$ cat config.mk
export PLATFORM = sky130hd
export DESIGN_NAME = vsp_pattern
export DESIGN_NICKNAME = d
export VERILOG_FILES = /design/src/rtl/vsp_pattern.v
export VERILOG_INCLUDE_DIRS = /design/src /design/src/include
export SDC_FILE = /design/constraint.sdc
export NUM_CORES = 1
export LEC_CHECK = 0
export BUFFER_PORTS_ARGS = -buffer_cell sky130_fd_sc_hd__buf_4
export CAP_MARGIN = 20
export CORE_UTILIZATION = 45
export CTS_BUF_LIST = sky130_fd_sc_hd__clkbuf_2
export CTS_CLUSTER_SIZE = 16
export DETAILED_ROUTE_END_ITERATION = 7
export PLACE_DENSITY = 0.74
export SLEW_MARGIN = 40
export SYNTH_ARGS = -nofsm -noshare
export SYNTH_HDL_FRONTEND = slang
export SYNTH_SLANG_ARGS = --single-unit
$ cat constraint.sdc
create_clock -name clock_i -period 5.98 [get_ports clock_i]
set_input_delay 0.897 -clock clock_i [delete_from_list [all_inputs] [get_ports clock_i]]
set_output_delay 0.897 -clock clock_i [all_outputs]
set_load 0.03 [all_outputs]
$ cat src/include/vsp_regs.vh
`ifndef VSP_REGS_VH
`define VSP_REGS_VH
// ****************************************************
// Register map (byte addresses)
// ****************************************************
`define VSP_CTRL_OFS        4'h0
`define VSP_STATUS_OFS      4'h4
`define VSP_TRS_CNT_OFS     4'h8
`define VSP_FIELD_CNT_OFS   4'hC
// Control fields and reset value
`define VSP_CTRL_PLAIN_BIT  0
`define VSP_CTRL_FAULT_BIT  1
`define VSP_CTRL_RST        2'h0
// Status fields
`define VSP_ST_LOCK_BIT     0
`define VSP_ST_RUN_BIT      1
`define VSP_ST_SELF_BIT     2
`define VSP_ST_PASS_BIT     3
`define VSP_ST_FAIL_BIT     4
`define VSP_ST_CODE_LSB     8
// AXI responses
`define VSP_RESP_OKAY       2'h0
`define VSP_RESP_SLVERR     2'h2
// ****************************************************
// Timing
// ****************************************************
`define VSP_CLK_MHZ         100
`define VSP_LOCK_TIME_US    75
`define VSP_WORD_DIV        4'hA
`define VSP_PASS_FIELDS     2'h2
`define VSP_LINES_NTSC      262
`define VSP_LINES_PAL       313
// Words per line for each standard and raster
`define VSP_WORDS_NTSC_43   12'h6B4
`define VSP_WORDS_NTSC_169  12'h8F0
`define VSP_WORDS_PAL_43    12'h6C0
`define VSP_WORDS_PAL_169   12'h900
// Timing reference words
`define VSP_TRS_ONES        10'h3FF
`define VSP_TRS_ZERO        10'h000
`define VSP_TRS_XYZ         10'h274
// Code fields
`define VSP_PAT_BLACK       2'h0
`define VSP_PAT_PLL         2'h1
`define VSP_PAT_EQ          2'h2
`define VSP_PAT_BARS        2'h3
`endif

$ cat src/rtl/vsp_pattern.v
`default_nettype none
`include "vsp_regs.vh"
// ****************************************************
// Pattern word source
// ****************************************************
module vsp_pattern
(
	input  wire       clock_i,
	input  wire       rst_n_i,
	input  wire       word_en_i,
	input  wire       run_i,
	input  wire [3:0] code_i,
	output reg  [9:0] word_o,
	output reg        line_end_o
);
	reg  [11:0] sample_reg;
	reg  [11:0] bar_cnt_reg;
	reg  [2:0]  bar_reg;
	wire [11:0] line_len;
	wire [11:0] bar_len;

	// Line length from standard (bit3) and raster (bit2)
	function [11:0] words_per_line;
		input [1:0] fmt;
		begin
			case (fmt)
				2'h0:    words_per_line = `VSP_WORDS_NTSC_43;
				2'h1:    words_per_line = `VSP_WORDS_NTSC_169;
				2'h2:    words_per_line = `VSP_WORDS_PAL_43;
				default: words_per_line = `VSP_WORDS_PAL_169;
			endcase
		end
	endfunction

	// Bar levels: index, phase (luma odd, Cb 0, Cr 2)
	function [9:0] bar_level;
		input [2:0] idx;
		input [1:0] ph;
		begin
			case ({ph[0], ph[1]})
				2'b10, 2'b11: bar_level = 10'h2D0 - {idx, 6'h0} + {4'h0, idx, 3'h0};
				2'b00:        bar_level = idx[0] ? 10'h0B0 : 10'h2A8;
				default:      bar_level = idx[1] ? 10'h330 : 10'h0D0;
			endcase
		end
	endfunction

	assign line_len = words_per_line({code_i[3], code_i[2]});
	assign bar_len  = {3'h0, line_len[11:3]};

	// Sample and bar counters; bars switch abruptly at boundaries
	always @(posedge clock_i or negedge rst_n_i)
	begin
		if (!rst_n_i)
		begin
			sample_reg  <= 12'h000;
			bar_cnt_reg <= 12'h000;
			bar_reg     <= 3'h0;
			line_end_o  <= 1'b0;
		end
		else if (!run_i)
		begin
			sample_reg  <= 12'h000;
			bar_cnt_reg <= 12'h000;
			bar_reg     <= 3'h0;
			line_end_o  <= 1'b0;
		end
		else if (word_en_i)
		begin
			line_end_o <= (sample_reg == line_len - 12'h001);
			if (sample_reg == line_len - 12'h001)
			begin
				sample_reg  <= 12'h000;
				bar_cnt_reg <= 12'h000;
				bar_reg     <= 3'h0;
			end
			else
			begin
				sample_reg <= sample_reg + 12'h001;
				if (bar_cnt_reg == bar_len - 12'h001 && bar_reg != 3'h7)
				begin
					bar_cnt_reg <= 12'h000;
					bar_reg     <= bar_reg + 3'h1;
				end
				else
					bar_cnt_reg <= bar_cnt_reg + 12'h001;
			end
		end
		else
			line_end_o <= 1'b0;
	end

	// Word select: timing reference, then pattern body
	always @*
	begin
		if (sample_reg == 12'h000)
			word_o = `VSP_TRS_ONES;
		else if (sample_reg < 12'h003)
			word_o = `VSP_TRS_ZERO;
		else if (sample_reg == 12'h003)
			word_o = `VSP_TRS_XYZ;
		else
		begin
			case (code_i[1:0])
				`VSP_PAT_BLACK: word_o = sample_reg[0] ? 10'h040 : 10'h200;
				`VSP_PAT_PLL:   word_o = sample_reg[0] ? 10'h110 : 10'h200;
				`VSP_PAT_EQ:    word_o = sample_reg[0] ? 10'h198 : 10'h300;
				default:        word_o = bar_level(bar_reg, sample_reg[1:0]);
			endcase
		end
	end
endmodule
`default_nettype wire

==> metrics.csv <==
stage,metric,value,unit
worst_setup_path,arrival,2.49,ns
synth,yosys-top-cells-count,"dfrtp_1 (28), nand2_1 (25), nor2_1 (19)",
clock_tree,holdBufCountCts,0,
drt,avgRoutedWirePerCell,14.9,um
finish,postLayoutCellArea,2310,um^2
timing,skew,0.00714,ns
power,power.static_leakage,0.971,nW
drt,vias,1935,
power,p_clk_frac,0.206,
finish,area_delta_synth_final,8.79,%
synth,synth_area_leaders,"dfrtp_1 (33%), ha_1 (7.1%), nand2_1 (4.4%), nand3_1 (4.2%), o21ai_0 (4.2%)",
finish,multi_input_area,1290,um^2
drt,drt_iter0_drc,184,
finish,final_cell_count_no_fill,318,
die,num_rows,24,
clock_tree,cts_num_sinks,28,
clock_tree,post-cts-setup-buffer-count,0,
worst_setup_path,critPathLaunchType,flop,
placed_design,globalplace.congestion,0.922,
die,die_h,70.7,um
timing,setup_viol,0,
worst_setup_path,rr_startpoint,sample_reg[0],
clock_tree,post_cts_resized,0,
die,core_region_area,4440,um^2
synth,synth-main-ff-cell,dfrtp_1,
timing,relSlewSlack,0.534,
worst_setup_path,critPathBufInv,2,
power,p_sw_frac,0.369,
synth,synthAdderAreaFrac,0.0708,
power,p_int,0.000354,W
synth,synth.avg_cell_area,8.22,um^2
power,p_switching,0.000207,W
timing,hold_viol_final,0,
synth,yosys.area.top_type_share,0.330,
drt,wirelength,4730,um
timing,slew_viol_final,0,
placed_design,dp.cells,314,
synth,synth_edf_count,0,
clock_tree,cts.clk_slew.worst_paths,0.27,ns
timing,fin_setup_tns,0,ns
synth,netlist_area,2120,um^2
timing,min_period,3.39,ns
global_route,grt_max_degree,29,
synth,synth_compound_area_frac,0.206,
die,io-pin-count,19,
synth,synth-xor-area-share,0.0413,
global_route,grt_pass1_vias,1738,
synth,ys_ff_latch,28,
drt,firstDrtPassIters,6,
placed_design,place_area,2260,um^2
synth,synth_cells,258,
power,seqPwrFrac,0.492,
timing,rsz0062_at_grt,false,
clock_tree,htreeDepth,1,
timing,timing.fmax,295,MHz
synth,synth_top_family_by_area,simple AND/OR/NAND/NOR gates,
clock_tree,clock_path_buffers,2,
die,initial_utilization,0.477,
worst_setup_path,crit_family,flip-flops,
power,cellPowerDensity,243,nW/um^2
outcome,outcome,"complete, but fails checks",
worst_setup_path,cp_max_fo,14,
synth,synth_top_area_cell,dfrtp_1,
synth,seq_area_frac_synth,0.330,
synth,yosys_warnings,0,
finish,diodes,0,
worst_setup_path,r2r-end,sample_reg[11],
power,power,0.000562,W
worst_setup_path,endpoint_kind,primary output,
die,die_width,70.7,um
placed_design,hpwl,3460,um
drt,via_per_inst,6.08,
outcome,violations,DRC,
synth,muxShareOfSynthArea,0.00472,
drt,drc,4,
power,p_comb_frac,0.303,
global_route,antenna_found_initial,0,
timing,finalHoldWorstSlack,0.381,ns
global_route,grt_pass1_wl,8090,um
synth,synth_simple_gate_area_frac,0.287,
die,dieArea,4990,um^2
finish,nets,287,
finish,drive_gt1_frac,0.124,
clock_tree,numCtsBuffers,3,
placed_design,io_buffers,18,
worst_setup_path,path_class,flop to primary output,
global_route,grt_usage,0.202,
worst_setup_path,r2r_cells,6,
synth,syn-num-nets,278,
drt,ant_nets,0,
clock_tree,worst_skew_pair.late_latency,0.38,ns
worst_setup_path,crit_cells,6,
worst_setup_path,slowest_stage,dfrtp_1,
worst_setup_path,crit_required,5.08,ns
flow_run,drv_cap,0,
timing,min_period_over_period,0.567,
finish,regArea,701,um^2
synth,synthArstFlopShare,1.00,
min_path,hold_path.class,primary input to asynchronous set/reset pin,
worst_setup_path,reg2reg_slack,3.41,ns
timing,tightest_slew,0.696,ns
finish,fillers,419,
worst_setup_path,max_stage_delay,0.63,ns
clock_tree,root_buffer,clkbuf_2,
power,irDropWorstVdd,140,uV
worst_setup_path,crit_chain,inv_1 > ha_1 > or4_1 > a31oi_1 > o21ai_0 > buf_4,
clock_tree,cts_tree,yes,
synth,synthDistinctLibCells,50,
synth,synth_most_common_cell,dfrtp_1,
global_route,overflow,0,
per-layer routing:
layer	GRT usage	routed length [um]
met1	0.287	2310
met2	0.315	2160
met3	0.0299	202
met4	0.0711	55
met5	0	0
power groups by stage:
| stage | logic [W] | registers (W) | clock network, W |
|---|---|---|---|
| 4_1_cts | 0.000170 | 0.000275 | 0.000120 |
| 2_1_floorplan | 0.000137 | 0.000259 | 0 |
| 3_3_place_gp | 0.000166 | 0.000277 | 0 |
| 5_1_grt | 0.000192 | 0.000285 | 0.000125 |
| 6_report | 0.000170 | 0.000276 | 0.000115 |
| 3_5_place_dp | 0.000169 | 0.000279 | 0 |
how the worst max path moves through the flow:
stage                              from   endpoint  slack, ns
final                     sample_reg[0]  word_o[7]       2.59
after global routing      sample_reg[0]  word_o[7]       2.38
after CTS                 sample_reg[0]  word_o[7]       2.58
after detailed placement  sample_reg[0]  word_o[7]       3.07
after global placement    sample_reg[0]  word_o[7]       3.09
after floorplan               code_i[1]  word_o[8]       2.97
cells in the final DEF, fill, tap and decap left out, drive strengths merged, types with 2 or more instances in the layout:
cell type and instances:
and3 4, nor3 9, nand4 4, buf 19, o22ai 4, a221oi 2
dfrtp 28, o211ai 2, o31ai 2, nand3b 2, nor2 19, xnor2 7
xor2 3, nand4b 2, o21ai 18, nor3b 2, a22oi 2, nand2 25
a21oi 6, or3 3, nand3 18, a31oi 9, or4 6, o21a 3
clkbuf 3, and2 2, nor4 6, and4bb 2, nand2b 5, ha 12
inv 16, nor2b 2, o311ai 4, o2bb2ai 4
cells by family (layout without fill, tap and decap cells):
logic type	Yosys count	count (layout)
AND/OR/NAND/NOR	113	113
AO/OA/AOI/OAI	63	63
buffers and inverters	31	39
flip-flops	28	28
adder cells (fa/ha/maj)	12	12
XOR/XNOR	10	10
multiplexers	1	1
final cells by class:
| cell class | count | area share |
|---|---|---|
| inverter | 16 | 0.0260 |
| clock inverter | 1 | 0.0130 |
| multi-input combinational | 199 | 0.561 |
| timing repair buffer | 19 | 0.0618 |
| tap | 52 | 0.0282 |
| sequential | 28 | 0.304 |
| clock buffer | 3 | 0.00650 |
stage by stage:
stage               setup WS (ns)   util
global route                 2.38  0.519
finish                       2.59  0.519
floorplan                    2.97      -
detailed placement           3.07  0.509
CTS                          2.58  0.519
global placement             3.09  0.509
(Power assumes the default switching activity.)
